## config.mk

```make
export PLATFORM = sky130hd
export DESIGN_NAME = lpw_wake_ctrl
export DESIGN_NICKNAME = d
export VERILOG_FILES = /design/src/hw/lpw_pkg.sv /design/src/hw/lpw_wake_ctrl.sv /design/src/hw/lpw_irq_map.sv
export VERILOG_INCLUDE_DIRS = /design/src /design/src/hw
export SDC_FILE = /design/constraint.sdc
export NUM_CORES = 1
export LEC_CHECK = 0
export BUFFER_PORTS_ARGS = -buffer_cell sky130_fd_sc_hd__clkbuf_2
export CAP_MARGIN = 20
export CORE_MARGIN = 8
export CORE_UTILIZATION = 50
export DETAILED_ROUTE_END_ITERATION = 16
export PLACE_DENSITY = 0.8
export RECOVER_POWER = 50
export SLEW_MARGIN = 5
export SYNTH_ARGS = -nofsm -noshare
export SYNTH_HDL_FRONTEND = slang
export SYNTH_SLANG_ARGS = --single-unit
```

## constraint.sdc

```tcl
create_clock -name i_mclk -period 2.82 [get_ports i_mclk]
set_input_delay 0.141 -clock i_mclk [delete_from_list [all_inputs] [get_ports i_mclk]]
set_output_delay 0.141 -clock i_mclk [all_outputs]
set_load 0.01 [all_outputs]
```

## src/hw/lpw_params.svh

```systemverilog
// constants for the low-power wake controller: offsets, bit positions, resets, timing
`ifndef LPW_PARAMS_SVH
`define LPW_PARAMS_SVH

// data-space offsets of the registers this block answers
`define LPW_ADDR_INTERRUPT_OPTION 8'hC8
`define LPW_ADDR_ADC_CONTROL 8'hD1
`define LPW_ADDR_TIMER_STATUS_CONTROL 8'hD4
`define LPW_ADDR_RELOAD_TIMER_MODE_CONTROL 8'hD5
`define LPW_ADDR_SERIAL_MODE 8'hE2

// interrupt_option field positions
`define LPW_BIT_LEVEL_SELECT 6
`define LPW_BIT_EDGE_SELECT 5
`define LPW_BIT_GLOBAL_IRQ_ENABLE 4

// enable and flag positions in the peripheral control registers
`define LPW_BIT_TIMER_ZERO_FLAG 7
`define LPW_BIT_TIMER_IRQ_ENABLE 6
`define LPW_BIT_CONVERTER_IRQ_ENABLE 5
`define LPW_BIT_CONVERTER_DONE_FLAG 6
`define LPW_BIT_RELOAD_OVERFLOW_IRQ_ENABLE 7
`define LPW_BIT_RELOAD_COMPARE_IRQ_ENABLE 6
`define LPW_BIT_RELOAD_EDGE_IRQ_ENABLE 5
`define LPW_BIT_RELOAD_OVERFLOW_FLAG 2
`define LPW_BIT_RELOAD_COMPARE_FLAG 1
`define LPW_BIT_RELOAD_EDGE_FLAG 0
`define LPW_BIT_SERIAL_IRQ_ENABLE 7
`define LPW_BIT_SERIAL_TRANSFER_ACTIVE 6

// reset values
`define LPW_RST_ENABLES 9'h000
`define LPW_RST_BYTE 8'h00

// oscillator settling after deep stop
`define LPW_STAB_TIME_NS 204800
`define LPW_CLK_PERIOD_NS 50
`define LPW_STAB_CYCLES ((`LPW_STAB_TIME_NS + `LPW_CLK_PERIOD_NS - 1) / `LPW_CLK_PERIOD_NS)

`endif

```

## src/hw/lpw_pkg.sv

```systemverilog
// types shared by the low-power wake controller
package lpw_pkg;

  // power state of the core
  typedef enum logic [1:0] {LPW_RUN, LPW_IDLE, LPW_STOP, LPW_STAB} lpw_state_t;

  // execution context reported by the core
  typedef enum logic [1:0] {LPW_CTX_MAIN, LPW_CTX_IRQ, LPW_CTX_NMI} lpw_ctx_t;

  // enable bits captured from register writes
  typedef struct packed {
    logic global_irq_enable;
    logic level_select;
    logic edge_select;
    logic timer_irq_enable;
    logic converter_irq_enable;
    logic reload_overflow_irq_enable;
    logic reload_compare_irq_enable;
    logic reload_edge_irq_enable;
    logic serial_irq_enable;
  } lpw_en_t;

  // peripheral event flags
  typedef struct packed {
    logic timer_zero_flag;
    logic converter_done_flag;
    logic reload_overflow_flag;
    logic reload_compare_flag;
    logic reload_edge_flag;
    logic serial_done;
  } lpw_flags_t;

  // one port's configuration bits
  typedef struct packed {
    logic [7:0] dir;
    logic [7:0] opt;
    logic [7:0] data;
  } lpw_port_cfg_t;

  // level requests from the source map
  typedef struct packed {
    logic pin1_low;
    logic pin2_low;
    logic pin2_high;
    logic v2_level;
    logic v3_level;
    logic v4_level;
  } lpw_src_t;

endpackage : lpw_pkg

```

## src/hw/lpw_wake_ctrl.sv

```systemverilog
// low-power idle/stop sequencing, wake-up and interrupt vector arbitration
`timescale 1ns/1ps
`default_nettype none

`include "lpw_params.svh"

module lpw_wake_ctrl #(
  parameter int STAB_CYCLES = `LPW_STAB_CYCLES
) (
  // clock, reset, enable
  input wire logic i_mclk,
  input wire logic i_sys_rst,
  input wire logic i_ce,
  // data-space register access
  input wire logic i_dwr,
  input wire logic i_drd,
  input wire logic [7:0] i_daddr,
  input wire logic [7:0] i_dwdata,
  output logic [7:0] o_drdata,
  // core instruction and context
  input wire logic i_idle_exec,
  input wire logic i_stop_exec,
  input wire lpw_pkg::lpw_ctx_t i_ctx,
  input wire logic i_irq_ack,
  input wire logic [2:0] i_ack_vec,
  input wire logic i_wdg_active,
  // peripheral flags and port configuration (same clock)
  input wire lpw_pkg::lpw_flags_t i_flags,
  input wire lpw_pkg::lpw_port_cfg_t i_cfg_a,
  input wire lpw_pkg::lpw_port_cfg_t i_cfg_b,
  input wire lpw_pkg::lpw_port_cfg_t i_cfg_c,
  // external pins
  input wire logic i_nmi_pin_n,
  input wire logic [7:0] i_pin_a,
  input wire logic [7:0] i_pin_b,
  input wire logic [7:0] i_pin_c,
  // core and oscillator control
  output logic o_core_halt,
  output logic o_osc_stop,
  output logic o_wake,
  output logic o_skip,
  output logic o_irq_valid,
  output logic [2:0] o_irq_vec,
  output lpw_pkg::lpw_state_t o_state
);

  localparam int CW = $clog2(STAB_CYCLES + 1);

  typedef struct packed {
    lpw_pkg::lpw_state_t state;
    lpw_pkg::lpw_en_t en;
    logic [24:0] sync1;
    logic [24:0] sync2;
    logic pin1_prev;
    logic pin2_prev;
    logic nmi_prev;
    logic lat0;
    logic lat1;
    logic lat2;
    logic [CW-1:0] stab_cnt;
    logic [7:0] rdata;
    logic wake;
    logic skip;
  } lpw_reg_t;

  lpw_reg_t r_q;
  lpw_reg_t r_d;
  lpw_pkg::lpw_src_t src;
  logic [4:0] pend;
  logic [4:0] take;
  logic any_enabled;
  logic wake_idle;
  logic wake_stop;

  // place a bit into a byte at a fixed position
  function automatic logic [7:0] put(input logic v, input int pos);
    put = v ? 8'(1 << pos) : 8'h00;
  endfunction : put

  // clear a latch on the core's acknowledge for that vector
  function automatic logic acked(input logic [2:0] vec);
    acked = i_irq_ack && (i_ack_vec == vec);
  endfunction : acked

  lpw_irq_map u_map (
    .i_en(r_q.en),
    .i_flags(i_flags),
    .i_cfg_a(i_cfg_a),
    .i_cfg_b(i_cfg_b),
    .i_cfg_c(i_cfg_c),
    .i_pin_a(r_q.sync2[24:17]),
    .i_pin_b(r_q.sync2[16:9]),
    .i_pin_c(r_q.sync2[8:1]),
    .o_src(src)
  );

  // pending requests per vector; level/edge choice per source
  always_comb
  begin
    pend[0] = r_q.lat0;
    pend[1] = r_q.en.level_select ? src.pin1_low : r_q.lat1;
    pend[2] = r_q.lat2 | src.v2_level;
    pend[3] = src.v3_level;
    pend[4] = src.v4_level;
    // maskable sources gated by global enable
    pend[4:1] = pend[4:1] & {4{r_q.en.global_irq_enable}};
    any_enabled = |pend;
    // without global enable nothing wakes, not even non-maskable
    wake_idle = r_q.en.global_irq_enable && any_enabled;
    // stop: only external lines, peripherals have no clock
    wake_stop = r_q.en.global_irq_enable && (pend[0] | pend[1] | r_q.lat2);
  end

  // vector arbitration against the core's context
  always_comb
  begin
    take = 5'h00;
    // non-maskable runs unless already in its own handler
    if (pend[0] && i_ctx != lpw_pkg::LPW_CTX_NMI)
    begin
      take[0] = 1'b1;
    end
    // maskable only from main: no nesting, lowest index wins
    else if (i_ctx == lpw_pkg::LPW_CTX_MAIN)
    begin
      if (pend[1]) take[1] = 1'b1;
      else if (pend[2]) take[2] = 1'b1;
      else if (pend[3]) take[3] = 1'b1;
      else if (pend[4]) take[4] = 1'b1;
    end
    // in maskable context, pending ones wait for return
  end

  // requests reach the core only while it runs
  assign o_irq_valid = (r_q.state == lpw_pkg::LPW_RUN) && (|take);
  always_comb
  begin
    o_irq_vec = 3'h0;
    if (take[1]) o_irq_vec = 3'h1;
    else if (take[2]) o_irq_vec = 3'h2;
    else if (take[3]) o_irq_vec = 3'h3;
    else if (take[4]) o_irq_vec = 3'h4;
  end

  // next-state logic for all registered state
  always_comb
  begin
    r_d = r_q;
    r_d.wake = 1'b0;
    r_d.skip = 1'b0;
    // pins pass two flops; first stage feeds only the second
    r_d.sync1 = {i_pin_a, i_pin_b, i_pin_c, i_nmi_pin_n};
    r_d.sync2 = r_q.sync1;
    r_d.nmi_prev = ~r_q.sync2[0];
    r_d.pin1_prev = src.pin1_low;
    r_d.pin2_prev = r_q.en.edge_select ? src.pin2_high : src.pin2_low;
    // edge latches: clear on acknowledge, a new edge wins
    if (acked(3'h0)) r_d.lat0 = 1'b0;
    if (~r_q.sync2[0] && !r_q.nmi_prev) r_d.lat0 = 1'b1;
    if (acked(3'h1)) r_d.lat1 = 1'b0;
    if (src.pin1_low && !r_q.pin1_prev) r_d.lat1 = 1'b1;
    if (acked(3'h2)) r_d.lat2 = 1'b0;
    if ((r_q.en.edge_select ? src.pin2_high : src.pin2_low) && !r_q.pin2_prev)
      r_d.lat2 = 1'b1;
    // register writes capture enable bits
    if (i_dwr)
    begin
      unique case (i_daddr)
        `LPW_ADDR_INTERRUPT_OPTION:
        begin
          r_d.en.global_irq_enable = i_dwdata[`LPW_BIT_GLOBAL_IRQ_ENABLE];
          r_d.en.level_select = i_dwdata[`LPW_BIT_LEVEL_SELECT];
          r_d.en.edge_select = i_dwdata[`LPW_BIT_EDGE_SELECT];
        end
        `LPW_ADDR_TIMER_STATUS_CONTROL:
          r_d.en.timer_irq_enable = i_dwdata[`LPW_BIT_TIMER_IRQ_ENABLE];
        `LPW_ADDR_ADC_CONTROL:
          r_d.en.converter_irq_enable = i_dwdata[`LPW_BIT_CONVERTER_IRQ_ENABLE];
        `LPW_ADDR_RELOAD_TIMER_MODE_CONTROL:
        begin
          r_d.en.reload_overflow_irq_enable = i_dwdata[`LPW_BIT_RELOAD_OVERFLOW_IRQ_ENABLE];
          r_d.en.reload_compare_irq_enable = i_dwdata[`LPW_BIT_RELOAD_COMPARE_IRQ_ENABLE];
          r_d.en.reload_edge_irq_enable = i_dwdata[`LPW_BIT_RELOAD_EDGE_IRQ_ENABLE];
        end
        `LPW_ADDR_SERIAL_MODE:
          r_d.en.serial_irq_enable = i_dwdata[`LPW_BIT_SERIAL_IRQ_ENABLE];
        default:
          r_d.en = r_q.en;
      endcase
    end
    // reads: enables and flags; interrupt_option is write-only, reads zero
    if (i_drd)
    begin
      unique case (i_daddr)
        `LPW_ADDR_TIMER_STATUS_CONTROL:
          r_d.rdata = put(r_q.en.timer_irq_enable, `LPW_BIT_TIMER_IRQ_ENABLE)
            | put(i_flags.timer_zero_flag, `LPW_BIT_TIMER_ZERO_FLAG);
        `LPW_ADDR_ADC_CONTROL:
          r_d.rdata = put(r_q.en.converter_irq_enable, `LPW_BIT_CONVERTER_IRQ_ENABLE)
            | put(i_flags.converter_done_flag, `LPW_BIT_CONVERTER_DONE_FLAG);
        `LPW_ADDR_RELOAD_TIMER_MODE_CONTROL:
          r_d.rdata = put(r_q.en.reload_overflow_irq_enable,
              `LPW_BIT_RELOAD_OVERFLOW_IRQ_ENABLE)
            | put(r_q.en.reload_compare_irq_enable, `LPW_BIT_RELOAD_COMPARE_IRQ_ENABLE)
            | put(r_q.en.reload_edge_irq_enable, `LPW_BIT_RELOAD_EDGE_IRQ_ENABLE)
            | put(i_flags.reload_overflow_flag, `LPW_BIT_RELOAD_OVERFLOW_FLAG)
            | put(i_flags.reload_compare_flag, `LPW_BIT_RELOAD_COMPARE_FLAG)
            | put(i_flags.reload_edge_flag, `LPW_BIT_RELOAD_EDGE_FLAG);
        `LPW_ADDR_SERIAL_MODE:
          r_d.rdata = put(r_q.en.serial_irq_enable, `LPW_BIT_SERIAL_IRQ_ENABLE)
            | put(!i_flags.serial_done, `LPW_BIT_SERIAL_TRANSFER_ACTIVE);
        default:
          r_d.rdata = `LPW_RST_BYTE;
      endcase
    end
    // power state sequencing
    unique case (r_q.state)
      lpw_pkg::LPW_RUN:
      begin
        if (i_idle_exec || i_stop_exec)
        begin
          // a pending enabled request makes the instruction a no-op
          if (any_enabled)
            r_d.skip = 1'b1;
          // watchdog running forces idle instead of stop
          else if (i_stop_exec && !i_wdg_active)
            r_d.state = lpw_pkg::LPW_STOP;
          else
            r_d.state = lpw_pkg::LPW_IDLE;
        end
      end
      lpw_pkg::LPW_IDLE:
      begin
        // oscillator kept, so the core restarts on the next edge
        if (wake_idle)
        begin
          r_d.state = lpw_pkg::LPW_RUN;
          r_d.wake = 1'b1;
        end
      end
      lpw_pkg::LPW_STOP:
      begin
        if (wake_stop)
        begin
          r_d.state = lpw_pkg::LPW_STAB;
          r_d.stab_cnt = CW'(STAB_CYCLES - 1);
        end
      end
      lpw_pkg::LPW_STAB:
      begin
        // hold the core until the oscillator has settled
        if (r_q.stab_cnt == '0)
        begin
          r_d.state = lpw_pkg::LPW_RUN;
          r_d.wake = 1'b1;
        end
        else
          r_d.stab_cnt = r_q.stab_cnt - CW'(1);
      end
    endcase
  end

  // one register stage; reset drops any low-power state
  always_ff @(posedge i_mclk)
  begin
    if (i_sys_rst)
    begin
      r_q <= '0;
      r_q.state <= lpw_pkg::LPW_RUN;
      r_q.en <= `LPW_RST_ENABLES;
      r_q.sync1 <= '1;
      r_q.sync2 <= '1;
      r_q.rdata <= `LPW_RST_BYTE;
    end
    else if (i_ce)
      r_q <= r_d;
  end

  // core frozen outside run; peripherals and RAM untouched
  assign o_core_halt = (r_q.state != lpw_pkg::LPW_RUN);
  // oscillator only stops in deep stop; selection never changed here
  assign o_osc_stop = (r_q.state == lpw_pkg::LPW_STOP);
  assign o_wake = r_q.wake;
  assign o_skip = r_q.skip;
  assign o_drdata = r_q.rdata;
  assign o_state = r_q.state;

endmodule : lpw_wake_ctrl

`default_nettype wire

```

## src/hw/lpw_irq_map.sv

```systemverilog
// maps peripheral flags and port pin lines onto interrupt vector requests
`timescale 1ns/1ps
`default_nettype none

module lpw_irq_map (
  // enables and flags
  input wire lpw_pkg::lpw_en_t i_en,
  input wire lpw_pkg::lpw_flags_t i_flags,
  // port configuration and synchronised pin levels
  input wire lpw_pkg::lpw_port_cfg_t i_cfg_a,
  input wire lpw_pkg::lpw_port_cfg_t i_cfg_b,
  input wire lpw_pkg::lpw_port_cfg_t i_cfg_c,
  input wire logic [7:0] i_pin_a,
  input wire logic [7:0] i_pin_b,
  input wire logic [7:0] i_pin_c,
  // mapped requests
  output lpw_pkg::lpw_src_t o_src
);

  // a line interrupts when input, option set and data clear
  function automatic logic [7:0] line_en(input lpw_pkg::lpw_port_cfg_t c);
    line_en = ~c.dir & c.opt & ~c.data;
  endfunction : line_en

  logic [7:0] en_a;
  logic [7:0] en_b;
  logic [7:0] en_c;

  assign en_a = line_en(i_cfg_a);
  assign en_b = line_en(i_cfg_b);
  assign en_c = line_en(i_cfg_c);

  // port A/B on vector 1, port C on vector 2
  assign o_src.pin1_low = |((en_a & ~i_pin_a) | (en_b & ~i_pin_b));
  assign o_src.pin2_low = |(en_c & ~i_pin_c);
  assign o_src.pin2_high = |(en_c & i_pin_c);
  // serial end-of-transfer on vector 2
  assign o_src.v2_level = i_flags.serial_done & i_en.serial_irq_enable;
  // reload timer events merged on vector 3
  assign o_src.v3_level = (i_flags.reload_overflow_flag & i_en.reload_overflow_irq_enable)
    | (i_flags.reload_compare_flag & i_en.reload_compare_irq_enable)
    | (i_flags.reload_edge_flag & i_en.reload_edge_irq_enable);
  // timer zero and converter done share vector 4
  assign o_src.v4_level = (i_flags.timer_zero_flag & i_en.timer_irq_enable)
    | (i_flags.converter_done_flag & i_en.converter_irq_enable);

endmodule : lpw_irq_map

`default_nettype wire

```

==> impl_metrics.ini <==
[timing]
setup-tns-final_ps = 0
setup_viol = 0
hold_viol_final = 0
period_needed_ps = 2520
worst_slew_pin_slew_ps = 2060
period_share_pct = 89.5
fin_skew_ps = 10.0
clock.fmax_ghz = 0.396
relSlewSlack_pct = -37.2
setup_ws_ps = 296
rsz0062_at_grt = false
final_max_slew_viol_count = 51

[clock_tree]
insertion_delay_ps = 350
cts_tree = done
cts.sinks = 88
cts_inserted_buffers = 9
path_clk_slew_ps = 90
htreeDepth = 3
cts_buffer_depth = 2
clock-root-buffer = clkbuf_8
ctsResizeCount = 0

[synth]
synth.cell_area_um2 = 4180
async_flop_share_pct = 0
ys_ff_latch = 88
synth_edf_count = 0
yosys_warnings = 0
avgSynthCellArea_um2 = 9.05
yosysSeqAreaShare_pct = 42.1
synthFlopType = dfxtp_1
syn_inst = 462
ys_types = 58

[status]
run_status = finished with violations
violations = capacitance limit, slew limit

[global_route]
antenna_found_initial = 0
grt_pass1_vias = 3965
grt_max_degree = 51
grt_first_pass_wirelength_um = 18200
grtUsageTotal_pct = 18.9
grt-ovfl-total = 0

[route]
vias = 3929
wirelength_met1_um = 4900
highest_layer = met4
routed-wl-met3_um = 893
viasPerCell = 5.56
finalWirelength_um = 11000
wl_met2_um = 5030
drt-wirelength-per-cell_um = 15.5
drc_errors = 0
ant_nets = 0
drt_iter0_markers = 163
dr.pass1.iters = 5

[placed_design]
placed_area_um2 = 4890
pre_cts_slack_ps = 320
dp.cells = 681
gp_congestion = 0.870
port_buffers = 144
hpwl_um = 8340

[pwr]
power_mw = 2.65
p_leak_nw = 2.32
ir_drop_uv = 323
power-per-cell-area_nw_per_um2 = 510

[final_layout]
finalNonFillerCells = 707
syn_to_final_growth_pct = 24.4
layout_commonest_cell = clkbuf_2
multi_input_area_um2 = 2210
register_area_um2 = 1760
final_layout_size_suffix_gt1_share_pct = 26.7
layout_common_cells = clkbuf_2, dfxtp_1, nand2_1
fin_nets = 732
fin_area_um2 = 5200
diodes = 0
nFillCells = 719

[die]
initial_core_util_pct = 51.2
die_w_um = 107
die_h_um = 107
core_um2 = 8180
dieArea_um2 = 11500
fp-row-count = 33
io_pins = 151

[job]
maxCapViolCount = 1

[critical_path]
timing.rr.start = r_q[47]
worstPathMaxFanout = 21
cp-start-kind = flip-flop
cp.required_ps = 3090
end_kind = flip-flop
crit_start = r_q[47]
arrival_ps = 2800
critPathKind = reg2reg

[hold_path]
hold_path.class = in2reg
hold_start = i_pin_a[6]
==> worst paths after layout <==
check                                to  slack (ps)  depth (start not counted)
worst max-delay path            r_q[19]         300                          6
worst min-delay path            r_d[52]          10                          3
worst max register to register  r_q[19]         300                          6
worst min register to register  r_q[22]         450                          2
==> power breakdown <==
part / internal (mW) / leakage, nW / switching (mW)
Clock: 0.546 / 0.116 / 0.432
Combinational: 0.178 / 1.49 / 0.172
Sequential: 1.29 / 0.719 / 0.0352
==> through the flow <==
step                utilization [%]  hold WS [ps]
floorplan                         -           269
global placement               59.8           357
detailed placement             59.8           362
CTS                            63.9         0.885
global route                   63.7          14.3
finish                         63.7          12.5
==> cell families after synthesis <==
kind of cell               after synthesis  share of synthesized area (%)
and+or+nand+nor                        197                           26.4
DFF                                     88                           42.1
AOI/OAI and AO/OA                       72                           11.8
muxes                                   59                           14.1
buffers and inverters                   44                           5.11
adders and majority gates                1                          0.299
other                                    1                         0.0897
==> Yosys cell counts, drive strengths merged, types with 2 or more instances <==
master,count,area (um2)
buf,16,109
o211ai,2,15.0
and3,3,18.8
a21oi,17,85.1
a21boi,2,15.0
nand4,3,18.8
nor4,7,43.8
nor4bb,5,50.1
a211oi,7,52.6
o31ai,11,82.6
nor2,30,113
a22oi,4,30.0
nand2,66,248
nand3,9,45.0
or2,7,43.8
or3b,2,17.5
o21ai,4,20.0
a31oi,10,62.6
inv,9,33.8
clkbuf,18,67.6
and2,2,12.5
a2111oi,2,17.5
and4,2,17.5
nand2b,7,43.8
a21o,2,15.0
or3,3,26.3
nor3,6,30.0
or4,10,78.8
nor4b,24,210
mux2i,59,591
nor3b,6,45.0
dfxtp,88,1760
==> sequential cells by signal, indices dropped and copies added (netlist names) <==
register / count
pend: 1
o_skip: 1
o_drdata: 6
r_q: 52
r_d: 25
o_wake: 1
o_state: 2
==> critical path, stage by stage (launching register included) <==
cell,delay [ps]
dfxtp_1,320
nor4b_1,460
nor4_1,120
and4_1,330
a41o_1,460
or4_1,570
a31oi_1,180
==> repair_timing <==
item	in CTS	in global routing
hold buffers	11	0
setup endpoints to repair	0	0
hold endpoints to repair	11	0
setup buffers	0	0
==> layer usage <==
metal	up-vias	global-route usage, %
met1	1805	23.7
met5	-	0
li1	1963	-
met4	0	6.74
met3	15	5.33
met2	146	30.3
==> cell type report <==
class / count / share of cell area (%)
clock buffers: 11 / 2.91
clock inverters: 4 / 1.49
inverters: 10 / 0.721
multi-input cells: 331 / 42.5
flip-flops and latches: 88 / 33.8
well taps: 105 / 2.52
repair buffers: 158 / 16.0
Power figures use the tool's default switching activity.
